## config.mk

```make
export PLATFORM = sky130hd
export DESIGN_NAME = gtu_top
export DESIGN_NICKNAME = d
export VERILOG_FILES = /design/src/rtl/gtu_pkg.sv /design/src/rtl/gtu_top.sv
export SDC_FILE = /design/constraint.sdc
export NUM_CORES = 1
export LEC_CHECK = 0
export ABC_AREA = 1
export BUFFER_PORTS_ARGS = -buffer_cell sky130_fd_sc_hd__buf_2
export CAP_MARGIN = 20
export CORE_ASPECT_RATIO = 0.7
export CORE_MARGIN = 4
export CORE_UTILIZATION = 50
export DETAILED_ROUTE_END_ITERATION = 10
export PLACE_DENSITY = 0.72
export SLEW_MARGIN = 20
export SYNTH_ARGS = -nofsm -noshare
export SYNTH_HDL_FRONTEND = slang
export SYNTH_SLANG_ARGS = --single-unit
```

## constraint.sdc

```tcl
create_clock -name clk_in -period 7.4 [get_ports clk_in]
set_clock_uncertainty 0.2 [all_clocks]
set_input_delay 0.37 -clock clk_in [delete_from_list [all_inputs] [get_ports clk_in]]
set_output_delay 0.37 -clock clk_in [all_outputs]
set_load 0.02 [all_outputs]
```

## src/rtl/gtu_pkg.sv

```systemverilog
package gtu_pkg;
  // bus and datapath widths
  localparam int unsigned ADDR_W = 8;
  localparam int unsigned DATA_W = 32;
  localparam int unsigned CNT_W = 16;
  localparam int unsigned NUM_TMR = 5;
  localparam int unsigned NUM_PIN = 11;
  // word indices: timer k sits at IDX_CTRL0+k and IDX_CNT0+k
  localparam logic [4:0] IDX_CTRL0 = 5'h00;
  localparam logic [4:0] IDX_CNT0 = 5'h05;
  localparam logic [4:0] IDX_CAPREG = 5'h0a;
  localparam logic [4:0] IDX_FLAGS = 5'h0b;
  localparam logic [4:0] IDX_STATE = 5'h0c;
  // timer index inside the arrays
  localparam int unsigned T_AUX_A = 0;
  localparam int unsigned T_CORE = 1;
  localparam int unsigned T_AUX_B = 2;
  localparam int unsigned T_AUX_C = 3;
  localparam int unsigned T_CORE2 = 4;
  // control field positions
  localparam int unsigned F_MODE_LO = 0;
  localparam int unsigned F_MODE_HI = 2;
  localparam int unsigned F_RUN = 3;
  localparam int unsigned F_DOWN = 4;
  localparam int unsigned F_EXTDIR = 5;
  localparam int unsigned F_PRE_LO = 6;
  localparam int unsigned F_PRE_HI = 8;
  localparam int unsigned F_EDGE_LO = 9;
  localparam int unsigned F_EDGE_HI = 10;
  localparam int unsigned F_LATR = 11;
  localparam int unsigned F_LATF = 12;
  localparam int unsigned F_CLRCAP = 11;
  localparam int unsigned F_TRIG_CNT = 12;
  localparam int unsigned F_TRIG_DIR = 13;
  localparam int unsigned F_OUTEN = 13;
  localparam int unsigned F_RLD2 = 14;
  // group one modes
  localparam logic [2:0] M_TIMER = 3'h0;
  localparam logic [2:0] M_GATED = 3'h1;
  localparam logic [2:0] M_COUNTER = 3'h2;
  localparam logic [2:0] M_QUAD = 3'h3;
  localparam logic [2:0] M_RELOAD = 3'h4;
  localparam logic [2:0] M_CAPTURE = 3'h5;
  localparam logic [2:0] M_LATCH = 3'h6;
  // group two clock sources
  localparam logic [1:0] S_PRE = 2'h0;
  localparam logic [1:0] S_PIN = 2'h1;
  localparam logic [1:0] S_LATCH = 2'h2;
  // flag bits
  localparam int unsigned FL_EVT_A = 5;
  localparam int unsigned FL_EVT_B = 6;
  localparam int unsigned FL_CAP2 = 7;
  localparam int unsigned FL_RLD2 = 8;
  // reset values
  localparam logic [15:0] REG_RST = 16'h0000;
  // finest resolutions in system clock cycles, as shift counts
  localparam int unsigned G1_RES_CYCLES = 4;
  localparam int unsigned G2_RES_CYCLES = 2;
  localparam logic [3:0] G1_BASE_BITS = 4'($clog2(G1_RES_CYCLES));
  localparam logic [3:0] G2_BASE_BITS = 4'($clog2(G2_RES_CYCLES));
  // bus responses
  localparam logic [1:0] RESP_OKAY = 2'h0;
  localparam logic [1:0] RESP_SLVERR = 2'h2;
endpackage

```

## src/rtl/gtu_top.sv

```systemverilog
// Design decisions made here: the placing of the registers and the AXI4-Lite slave port.
`timescale 1ns/1ps
`default_nettype none
module gtu_top (
  input wire logic clk_in,
  input wire logic reset_n_in,
  input wire logic clk_en_in,
  input wire logic [gtu_pkg::ADDR_W-1:0] awaddr_in,
  input wire logic awvalid_in,
  output logic awready_out,
  input wire logic [gtu_pkg::DATA_W-1:0] wdata_in,
  input wire logic [3:0] wstrb_in,
  input wire logic wvalid_in,
  output logic wready_out,
  output logic [1:0] bresp_out,
  output logic bvalid_out,
  input wire logic bready_in,
  input wire logic [gtu_pkg::ADDR_W-1:0] araddr_in,
  input wire logic arvalid_in,
  output logic arready_out,
  output logic [gtu_pkg::DATA_W-1:0] rdata_out,
  output logic [1:0] rresp_out,
  output logic rvalid_out,
  input wire logic rready_in,
  input wire logic [gtu_pkg::NUM_TMR-1:0] timer_input_pin_in,
  input wire logic [gtu_pkg::NUM_TMR-1:0] direction_input_pin_in,
  input wire logic capture_input_pin_in,
  output logic core_toggle_output_out,
  output logic core_toggle_output_en_out,
  output logic second_toggle_output_out,
  output logic second_toggle_output_en_out,
  output logic external_compare_timers_clk_out
);
  import gtu_pkg::*;

  // true when the low nbits of the divider are all ones
  function automatic logic pre_tick(input logic [15:0] div,
                                    input logic [3:0] nbits);
    logic [15:0] mask;
    mask = ~(16'hffff << nbits);
    return (div & mask) == mask;
  endfunction

  // edge select: 1 rising, 2 falling, 3 both, 0 none
  function automatic logic edge_hit(input logic [1:0] sel,
                                    input logic rise, input logic fall);
    return (sel[0] & rise) | (sel[1] & fall);
  endfunction

  // byte-lane merge of a write into a 16-bit register
  function automatic logic [15:0] merge16(input logic [15:0] old,
                                          input logic [31:0] d,
                                          input logic [3:0] s);
    return {s[1] ? d[15:8] : old[15:8], s[0] ? d[7:0] : old[7:0]};
  endfunction

  // register state
  logic [15:0] ctrl_ff [NUM_TMR]; // per-timer control
  logic [15:0] cnt_ff [NUM_TMR]; // timer values
  logic [15:0] nxt_cnt [NUM_TMR];
  logic [15:0] capreg_ff; // capture_reload_reg
  logic [15:0] nxt_capreg;
  logic [15:0] flags_ff; // sticky event flags
  logic [15:0] nxt_flags;
  logic lat1_ff; // core_toggle_latch
  logic lat2_ff; // second_toggle_latch
  logic cmp_ff; // pulse toward the compare timers
  logic [15:0] div_ff; // free-running prescaler base

  // pin synchronisers: stage 1 feeds only stage 2
  logic [NUM_PIN-1:0] sy1_ff;
  logic [NUM_PIN-1:0] sy2_ff;
  logic [NUM_PIN-1:0] sy3_ff; // previous level for edge detection
  wire [NUM_PIN-1:0] lvl = sy2_ff;
  wire [NUM_PIN-1:0] rise = sy2_ff & ~sy3_ff;
  wire [NUM_PIN-1:0] fall = ~sy2_ff & sy3_ff;

  // bus slave state
  logic aw_got_ff;
  logic w_got_ff;
  logic [ADDR_W-1:0] aw_addr_ff;
  logic [31:0] w_data_ff;
  logic [3:0] w_strb_ff;
  logic bvalid_ff;
  logic [1:0] bresp_ff;
  logic rvalid_ff;
  logic [1:0] rresp_ff;
  logic [31:0] rdata_ff;

  // per-timer event wires
  logic [NUM_TMR-1:0] cnt_ev; // count pulse this cycle
  logic [NUM_TMR-1:0] cnt_dn; // counting down
  logic [NUM_TMR-1:0] ovf; // overflow or underflow
  logic [NUM_TMR-1:0] rld; // aux reload request into the core
  logic [NUM_TMR-1:0] cap; // aux capture of the core
  logic [15:0] step [NUM_TMR];

  // core latch transitions, known before the edge
  wire lat_rise = ovf[T_CORE] & ~lat1_ff;
  wire lat_fall = ovf[T_CORE] & lat1_ff;

  genvar g;
  for (g = 0; g < NUM_TMR; g++) begin : g_tmr
    wire [15:0] c = ctrl_ff[g];
    wire [2:0] mode = c[F_MODE_HI:F_MODE_LO];
    wire [1:0] src = c[1:0];
    wire [1:0] esel = c[F_EDGE_HI:F_EDGE_LO];
    wire [3:0] pre = {1'b0, c[F_PRE_HI:F_PRE_LO]};
    wire pin_ev = edge_hit(esel, rise[g], fall[g]);
    // encoder: A on the input pin, B on the direction pin
    wire qa = rise[g] | fall[g];
    wire qb = rise[g+5] | fall[g+5];
    wire qup = qa ? (lvl[g] != lvl[g+5]) : (lvl[g] == lvl[g+5]);
    wire sw_dn = c[F_DOWN] ^ (c[F_EXTDIR] & lvl[g+5]);
    if (g < 3) begin : g_one
      wire tick = pre_tick(div_ff, G1_BASE_BITS + pre);
      wire lat_ev = (g != T_CORE) && mode == M_LATCH &&
                    edge_hit(esel, lat_rise, lat_fall);
      // reload and capture modes fall through to no counting
      assign cnt_ev[g] = c[F_RUN] & (
        (mode == M_TIMER) ? tick :
        (mode == M_GATED) ? tick & lvl[g] :
        (mode == M_COUNTER) ? pin_ev :
        (mode == M_QUAD) ? qa | qb : lat_ev);
      assign cnt_dn[g] = (mode == M_QUAD) ? ~qup : sw_dn;
      assign rld[g] = (g != T_CORE) && mode == M_RELOAD &&
        ((c[F_LATR] & lat_rise) | (c[F_LATF] & lat_fall) | pin_ev);
      assign cap[g] = (g != T_CORE) && mode == M_CAPTURE && pin_ev;
    end else begin : g_two
      wire tick = pre_tick(div_ff, G2_BASE_BITS + pre);
      wire lat_ev = (g == T_AUX_C) && ovf[T_CORE2];
      assign cnt_ev[g] = c[F_RUN] & (
        (src == S_PRE) ? tick :
        (src == S_PIN) ? rise[g] :
        (src == S_LATCH) ? lat_ev : 1'b0);
      assign cnt_dn[g] = sw_dn;
      assign rld[g] = 1'b0;
      assign cap[g] = 1'b0;
    end
    // a wrap past either end of the 16-bit range
    assign ovf[g] = cnt_ev[g] &
      (cnt_dn[g] ? cnt_ff[g] == 16'h0000 : cnt_ff[g] == 16'hffff);
    assign step[g] = cnt_dn[g] ? cnt_ff[g] - 16'h0001 :
                                 cnt_ff[g] + 16'h0001;
  end

  // capture trigger into capture_reload_reg, from its pin or core pins
  wire [1:0] csel = ctrl_ff[T_AUX_C][F_EDGE_HI:F_EDGE_LO];
  wire use_core_pins = ctrl_ff[T_AUX_C][F_TRIG_CNT] |
                       ctrl_ff[T_AUX_C][F_TRIG_DIR];
  wire core_pin_ev = (ctrl_ff[T_AUX_C][F_TRIG_CNT] &
      edge_hit(csel, rise[T_CORE], fall[T_CORE])) |
    (ctrl_ff[T_AUX_C][F_TRIG_DIR] &
      edge_hit(csel, rise[T_CORE+5], fall[T_CORE+5]));
  wire cap2 = use_core_pins ? core_pin_ev :
              edge_hit(csel, rise[10], fall[10]);
  wire rld2 = ovf[T_CORE2] & ctrl_ff[T_CORE2][F_RLD2];

  // bus decode
  wire wr_fire = aw_got_ff & w_got_ff & ~bvalid_ff;
  wire [4:0] wr_idx = aw_addr_ff[6:2];
  wire wr_map = ~aw_addr_ff[7] && wr_idx <= IDX_STATE;
  wire [4:0] rd_idx = araddr_in[6:2];
  wire rd_map = ~araddr_in[7] && rd_idx <= IDX_STATE;
  wire ar_take = arvalid_in & arready_out;
  wire [15:0] w1c = merge16(16'h0000, w_data_ff, w_strb_ff);
  assign awready_out = clk_en_in & ~aw_got_ff & ~bvalid_ff;
  assign wready_out = clk_en_in & ~w_got_ff & ~bvalid_ff;
  assign arready_out = clk_en_in & ~rvalid_ff;

  // read data selection
  logic [15:0] rd_val;
  always_comb begin
    rd_val = 16'h0000;
    if (rd_idx < IDX_CNT0) begin
      rd_val = ctrl_ff[3'(rd_idx)];
    end else if (rd_idx < IDX_CAPREG) begin
      rd_val = cnt_ff[3'(rd_idx - IDX_CNT0)];
    end else if (rd_idx == IDX_CAPREG) begin
      rd_val = capreg_ff;
    end else if (rd_idx == IDX_FLAGS) begin
      rd_val = flags_ff;
    end else if (rd_idx == IDX_STATE) begin
      rd_val = {14'h0000, lat2_ff, lat1_ff};
    end
  end

  // next values: counting, then reload and capture, then software writes
  always_comb begin
    for (int i = 0; i < NUM_TMR; i++) begin
      nxt_cnt[i] = cnt_ev[i] ? step[i] : cnt_ff[i];
    end
    nxt_capreg = capreg_ff;
    // one reload source wins; alternating latch edges give PWM
    if (rld[T_AUX_A]) begin
      nxt_cnt[T_CORE] = cnt_ff[T_AUX_A];
    end else if (rld[T_AUX_B]) begin
      nxt_cnt[T_CORE] = cnt_ff[T_AUX_B];
    end
    if (cap[T_AUX_A]) begin
      nxt_cnt[T_AUX_A] = cnt_ff[T_CORE];
    end
    if (cap[T_AUX_B]) begin
      nxt_cnt[T_AUX_B] = cnt_ff[T_CORE];
    end
    if (rld2) begin
      nxt_cnt[T_CORE2] = capreg_ff;
    end
    if (cap2) begin
      nxt_capreg = cnt_ff[T_AUX_C];
      if (ctrl_ff[T_AUX_C][F_CLRCAP]) begin
        nxt_cnt[T_AUX_C] = 16'h0000;
      end
    end
    // a software write to a value register takes priority
    if (wr_fire && wr_idx >= IDX_CNT0 && wr_idx < IDX_CAPREG) begin
      nxt_cnt[3'(wr_idx - IDX_CNT0)] =
        merge16(cnt_ff[3'(wr_idx - IDX_CNT0)], w_data_ff, w_strb_ff);
    end
    if (wr_fire && wr_idx == IDX_CAPREG) begin
      nxt_capreg = merge16(capreg_ff, w_data_ff, w_strb_ff);
    end
    // write-one-to-clear, but a same-cycle event still sets its flag
    nxt_flags = flags_ff & ~((wr_fire && wr_idx == IDX_FLAGS) ?
                             w1c : 16'h0000);
    nxt_flags[4:0] = nxt_flags[4:0] | ovf;
    nxt_flags[FL_EVT_A] = nxt_flags[FL_EVT_A] |
                          rld[T_AUX_A] | cap[T_AUX_A];
    nxt_flags[FL_EVT_B] = nxt_flags[FL_EVT_B] |
                          rld[T_AUX_B] | cap[T_AUX_B];
    nxt_flags[FL_CAP2] = nxt_flags[FL_CAP2] | cap2;
    nxt_flags[FL_RLD2] = nxt_flags[FL_RLD2] | rld2;
  end

  // synchronisers hold with the rest of the state while the enable is low
  always_ff @(posedge clk_in) begin
    if (!reset_n_in) begin
      sy1_ff <= '0;
      sy2_ff <= '0;
    end else if (clk_en_in) begin
      sy1_ff <= {capture_input_pin_in, direction_input_pin_in,
                 timer_input_pin_in};
      sy2_ff <= sy1_ff;
    end
  end

  // timer datapath
  always_ff @(posedge clk_in) begin
    if (!reset_n_in) begin
      sy3_ff <= '0;
      div_ff <= REG_RST;
      capreg_ff <= REG_RST;
      flags_ff <= REG_RST;
      lat1_ff <= 1'b0;
      lat2_ff <= 1'b0;
      cmp_ff <= 1'b0;
      for (int i = 0; i < NUM_TMR; i++) begin
        cnt_ff[i] <= REG_RST;
        ctrl_ff[i] <= REG_RST;
      end
    end else if (clk_en_in) begin
      sy3_ff <= sy2_ff;
      div_ff <= div_ff + 16'h0001;
      capreg_ff <= nxt_capreg;
      flags_ff <= nxt_flags;
      lat1_ff <= lat1_ff ^ ovf[T_CORE];
      lat2_ff <= lat2_ff ^ ovf[T_CORE2];
      cmp_ff <= ovf[T_CORE2];
      for (int i = 0; i < NUM_TMR; i++) begin
        cnt_ff[i] <= nxt_cnt[i];
      end
      if (wr_fire && wr_idx < IDX_CNT0) begin
        ctrl_ff[3'(wr_idx)] <=
          merge16(ctrl_ff[3'(wr_idx)], w_data_ff, w_strb_ff);
      end
    end
  end

  // bus slave: address and data in either order, one at a time
  always_ff @(posedge clk_in) begin
    if (!reset_n_in) begin
      aw_got_ff <= 1'b0;
      w_got_ff <= 1'b0;
      aw_addr_ff <= '0;
      w_data_ff <= '0;
      w_strb_ff <= '0;
      bvalid_ff <= 1'b0;
      bresp_ff <= RESP_OKAY;
      rvalid_ff <= 1'b0;
      rresp_ff <= RESP_OKAY;
      rdata_ff <= '0;
    end else if (clk_en_in) begin
      if (awvalid_in && awready_out) begin
        aw_got_ff <= 1'b1;
        aw_addr_ff <= awaddr_in;
      end
      if (wvalid_in && wready_out) begin
        w_got_ff <= 1'b1;
        w_data_ff <= wdata_in;
        w_strb_ff <= wstrb_in;
      end
      if (wr_fire) begin
        aw_got_ff <= 1'b0;
        w_got_ff <= 1'b0;
        bvalid_ff <= 1'b1;
        bresp_ff <= wr_map ? RESP_OKAY : RESP_SLVERR;
      end else if (bready_in) begin
        bvalid_ff <= 1'b0;
      end
      if (ar_take) begin
        rvalid_ff <= 1'b1;
        rdata_ff <= {16'h0000, rd_val};
        rresp_ff <= rd_map ? RESP_OKAY : RESP_SLVERR;
      end else if (rready_in) begin
        rvalid_ff <= 1'b0;
      end
    end
  end

  assign bvalid_out = bvalid_ff;
  assign bresp_out = bresp_ff;
  assign rvalid_out = rvalid_ff;
  assign rresp_out = rresp_ff;
  assign rdata_out = rdata_ff;
  assign core_toggle_output_out = lat1_ff;
  assign core_toggle_output_en_out = ctrl_ff[T_CORE][F_OUTEN];
  assign second_toggle_output_out = lat2_ff;
  assign second_toggle_output_en_out = ctrl_ff[T_CORE2][F_OUTEN];
  assign external_compare_timers_clk_out = cmp_ff;

  // checks
  chk_core_latch_flip: assert property (@(posedge clk_in)
    disable iff (!reset_n_in)
    clk_en_in && ovf[T_CORE] |=> lat1_ff != $past(lat1_ff))
    else $error("core latch missed a toggle");
  chk_aux_capture_copy: assert property (@(posedge clk_in)
    disable iff (!reset_n_in)
    clk_en_in && cap[T_AUX_A] && !wr_fire |=>
      cnt_ff[T_AUX_A] == $past(cnt_ff[T_CORE]))
    else $error("aux capture value wrong");
  chk_core_reload_load: assert property (@(posedge clk_in)
    disable iff (!reset_n_in)
    clk_en_in && rld[T_AUX_B] && !rld[T_AUX_A] && !wr_fire |=>
      cnt_ff[T_CORE] == $past(cnt_ff[T_AUX_B]))
    else $error("core reload value wrong");
  chk_aux_held_stopped: assert property (@(posedge clk_in)
    disable iff (!reset_n_in)
    clk_en_in && ctrl_ff[T_AUX_A][F_MODE_HI:F_MODE_LO] == M_RELOAD &&
      !wr_fire |=> $stable(cnt_ff[T_AUX_A]))
    else $error("reload aux timer moved");
  chk_g1_tick_spacing: assert property (@(posedge clk_in)
    disable iff (!reset_n_in)
    cnt_ev[T_CORE] && ctrl_ff[T_CORE][F_MODE_HI:F_MODE_LO] == M_TIMER
      |-> div_ff[1:0] == 2'h3)
    else $error("group one counted faster than four cycles");
  chk_g2_tick_spacing: assert property (@(posedge clk_in)
    disable iff (!reset_n_in)
    cnt_ev[T_CORE2] && ctrl_ff[T_CORE2][1:0] == S_PRE |-> div_ff[0])
    else $error("group two counted faster than two cycles");
  chk_cap_clear_aux: assert property (@(posedge clk_in)
    disable iff (!reset_n_in)
    clk_en_in && cap2 && ctrl_ff[T_AUX_C][F_CLRCAP] && !wr_fire |=>
      capreg_ff == $past(cnt_ff[T_AUX_C]) && cnt_ff[T_AUX_C] == 16'h0000)
    else $error("capture with clear failed");
  chk_cmp_clk_pulse: assert property (@(posedge clk_in)
    disable iff (!reset_n_in)
    clk_en_in && ovf[T_CORE2] |=> external_compare_timers_clk_out)
    else $error("compare clock pulse missing");
  chk_ovf_flag_set: assert property (@(posedge clk_in)
    disable iff (!reset_n_in)
    clk_en_in && ovf != 5'h00 |=> (flags_ff[4:0] & $past(ovf)) == $past(ovf))
    else $error("overflow flag not set");
  chk_gate_low_hold: assert property (@(posedge clk_in)
    disable iff (!reset_n_in)
    clk_en_in && ctrl_ff[T_CORE][F_MODE_HI:F_MODE_LO] == M_GATED &&
      !lvl[T_CORE] && !rld[T_AUX_A] && !rld[T_AUX_B] && !wr_fire
      |=> $stable(cnt_ff[T_CORE]))
    else $error("gated timer counted with gate low");
endmodule // gtu_top
`default_nettype wire

```

==> metrics.txt <==
total number of vias 22100; core box area 41100 um^2; CTS clk-pin slew, worst paths 70 ps; Routed Antenna Nets 0; Syn Inst Count 2887; gr usage total 0.370; antenna fix cells 0; vias in the first global route 19500; Setup crit start kind register; Worst VDD drop 218 uV; CTS root buf clkbuf_16; share of cells above drive strength 1 0.0630; Fin. Hold Viols 0; DP HPWL 64900 um; routed length per instance 24.6 um; average cell area after synthesis approximately 7.2 um^2; largest net degree at the start of global routing 94; area of the die 45100 um^2; top cell type's share of synthesized area 0.230; number of port buffers 76; Max transition margin 0.176; placed inst area 21500 um^2; Post-Route WL 86200 um; post-CTS resize count 0; crit path time final ~5900 ps; worst skew pair latency 630 ps; Setup violations, final 0; sequential power share 0.419; dpl cells 3400; initial DRC count about 3200; first-pass GRT wire length around 130000 um; global route overflow 0; initial core utilization 0.508; Num CTS Buffers 31; vias per std cell between 6 and 7; status finished clean; max cap viols 0; Main synth FF type edfxtp_1; leading area contributor after synthesis edfxtp_1; Clock power frac 0.375; Die W 252 um; top post-synthesis cells by count 506 x nand2_1, 371 x o21ai_0, 348 x inv_1; worst path required time roughly 7600 ps; Post-Syn Area 20900 um^2; final layout net count 3113; fmax 0.169 GHz; flop and latch count out of synthesis 287; main area contributors after synthesis edfxtp_1 23%, dfxtp_1 12%, nand2_1 9.1%; Design Area, Final 22900 um^2; Post-CTS Setup Repair Bufs 0; RSZ-0062 raised after global routing false; combinational share of power 0.206; Finished Layout Cells 3498; part of the cycle the worst path needs 0.800; largest fanout on the critical path 27; dpl ws approximately 1700 ps; Worst Slack Setup Final 1480 ps; Seq/Total Area, Yosys 0.352; most frequent cell after synthesis nand2_1; Power Internal 2.96 mW; PwrDens 195 nW/um^2; unique cell type count in the Yosys netlist 62; CP endpoint kind register; routability-driven placement congestion ratio 1.05; number of synthesized flops with an enable pin 160; CTS tree built; final setup TNS 0 ps; num ports around 120; Cell Rows 62; initial antenna violation count 2; Syn. warnings 0; Worst Hold Class input port to register; sw power 1.52 mW; fin. max-slew vios 0; Residual DRC 0; Syn-to-layout area delta 9.85%; data arrival time of the worst path 6110 ps; Sw Ratio 0.339; Worst Max-Slew Pin Slew 1230 ps; H-tree depth 1; clk sinks 287; Pre-antenna DRT Iters 7; clk buf depth 3; Pleak around 9.5 nW; fraction of registers with async set/reset 0; Crit Path Category register to register; Final Util 0.558; Die Ht 179 um
==> sequential cells by signal, indices dropped and copies added (netlist names), 15 cells and up <==
signal and cells:
ctrl_ff 80, capreg_ff 16, rdata_out 16, flags_ff 16
w_data_ff 16, cnt_ff 80, div_ff 15
==> stage by stage <==
step                      hold slack, ps  power, mW
after floorplan                      228       2.43
after global placement               239       2.75
after detailed placement             251       2.76
after CTS                           5.80       4.42
after global routing                52.9       4.60
final                               14.5       4.48
==> power by group through the flow <==
| stage | Combinational (mW) | Clock, mW | Sequential [mW] |
|---|---|---|---|
| after floorplan | 0.577 | 0 | 1.85 |
| after global placement | 0.848 | 0 | 1.90 |
| after detailed placement | 0.859 | 0 | 1.90 |
| after CTS | 0.881 | 1.67 | 1.86 |
| after global routing | 0.988 | 1.74 | 1.88 |
| final | 0.922 | 1.68 | 1.88 |
==> final timing paths <==
check             depth (start not counted)                         end  slack, ps                         from
setup reg to reg                         25  cnt_ff[0][0]$_SDFFCE_PN0P_       1480  ctrl_ff[1][8]$_SDFFCE_PN0P_
hold reg to reg                           2   flags_ff[11]$_SDFFE_PN0P_        260    flags_ff[11]$_SDFFE_PN0P_
setup / recovery                         25  cnt_ff[0][0]$_SDFFCE_PN0P_       1480  ctrl_ff[1][8]$_SDFFCE_PN0P_
hold / removal                            4     bvalid_out$_SDFFE_PN0P_         10                    clk_en_in
==> area by class of cell <==
class | count | area (um^2)
clock buffer | 42 | 911
clock inverter | 16 | 158
tap | 544 | 681
timing repair buffer | 131 | 893
inverter | 361 | 1360
sequential | 287 | 7350
fill | 4002 | 18200
multi-input combinational | 2117 | 11600
==> logic make-up (layout without fill, tap and decap cells) <==
family          count (synthesis)  in the layout  share of synthesized area
compound gates                915            915                      0.247
simple gates                  999            999                      0.203
buf+inv                       500            550                     0.0974
flops                         287            287                      0.352
xor+xnor                       72             72                     0.0302
other cells                     1             18                   0.000180
fa+ha+maj                     113            113                     0.0695
==> what timing repair did <==
item / CTS / global route
hold buffers: 40 / 0
setup endpoints to repair: 0 / 0
endpoints found under the hold margin: 38 / 0
==> cell usage in the layout (no fill, tap or decap), types with 4 or more instances in the layout <==
master,synthesis,final
inv_1,348,346
xnor2_1,25,25
a21boi_0,4,4
edfxtp_1,160,160
nand4_1,47,47
nor3_1,37,37
o21bai_1,9,9
nand2_2,6,7
buf_4,25,15
a21o_1,14,14
clkinv_1,2,4
nand2_1,506,504
conb_1,1,18
clkinv_2,0,6
nor2_1,238,238
o221ai_1,15,15
dlygate4sd3_1,0,40
o311ai_0,5,5
clkbuf_1,80,5
o22ai_1,47,47
fa_1,5,5
nor4_1,13,11
o211ai_1,72,72
a211oi_1,6,6
clkbuf_16,0,34
a21oi_1,273,273
xor2_1,47,47
o21ai_0,371,371
o31ai_1,7,7
o21ai_1,21,20
a31oi_1,45,45
nand3_1,137,137
ha_1,108,108
inv_2,10,12
dfxtp_1,127,127
buf_2,23,76
==> metal layers <==
metal	track usage	up-vias	wire (um)
met5	0	-	34
met4	0.0825	4	2190
met3	0.137	165	13700
met2	0.495	1446	32800
met1	0.562	10400	37500
li1	-	10100	-
==> critical path: stages, from the launching register on <==
cell and delay (ps):
edfxtp_1 490, inv_1 100, ha_1 340, a21oi_1 210, nor2_1 60, nor2_1 80
o21ai_0 90, nand2_1 90, nand2_1 60, nand2_2 170, nand2_1 470, inv_1 390
nand3_1 310, inv_1 170, ha_1 230, nand2_1 70, nand3_1 100, nand2_1 60
o21ai_1 160, nand2_1 90, a21boi_1 660, nand2_2 520, inv_1 290, nand2_1 80
nand3_1 70, a21oi_1 90
No activity file was read; power rests on OpenSTA's default activity.
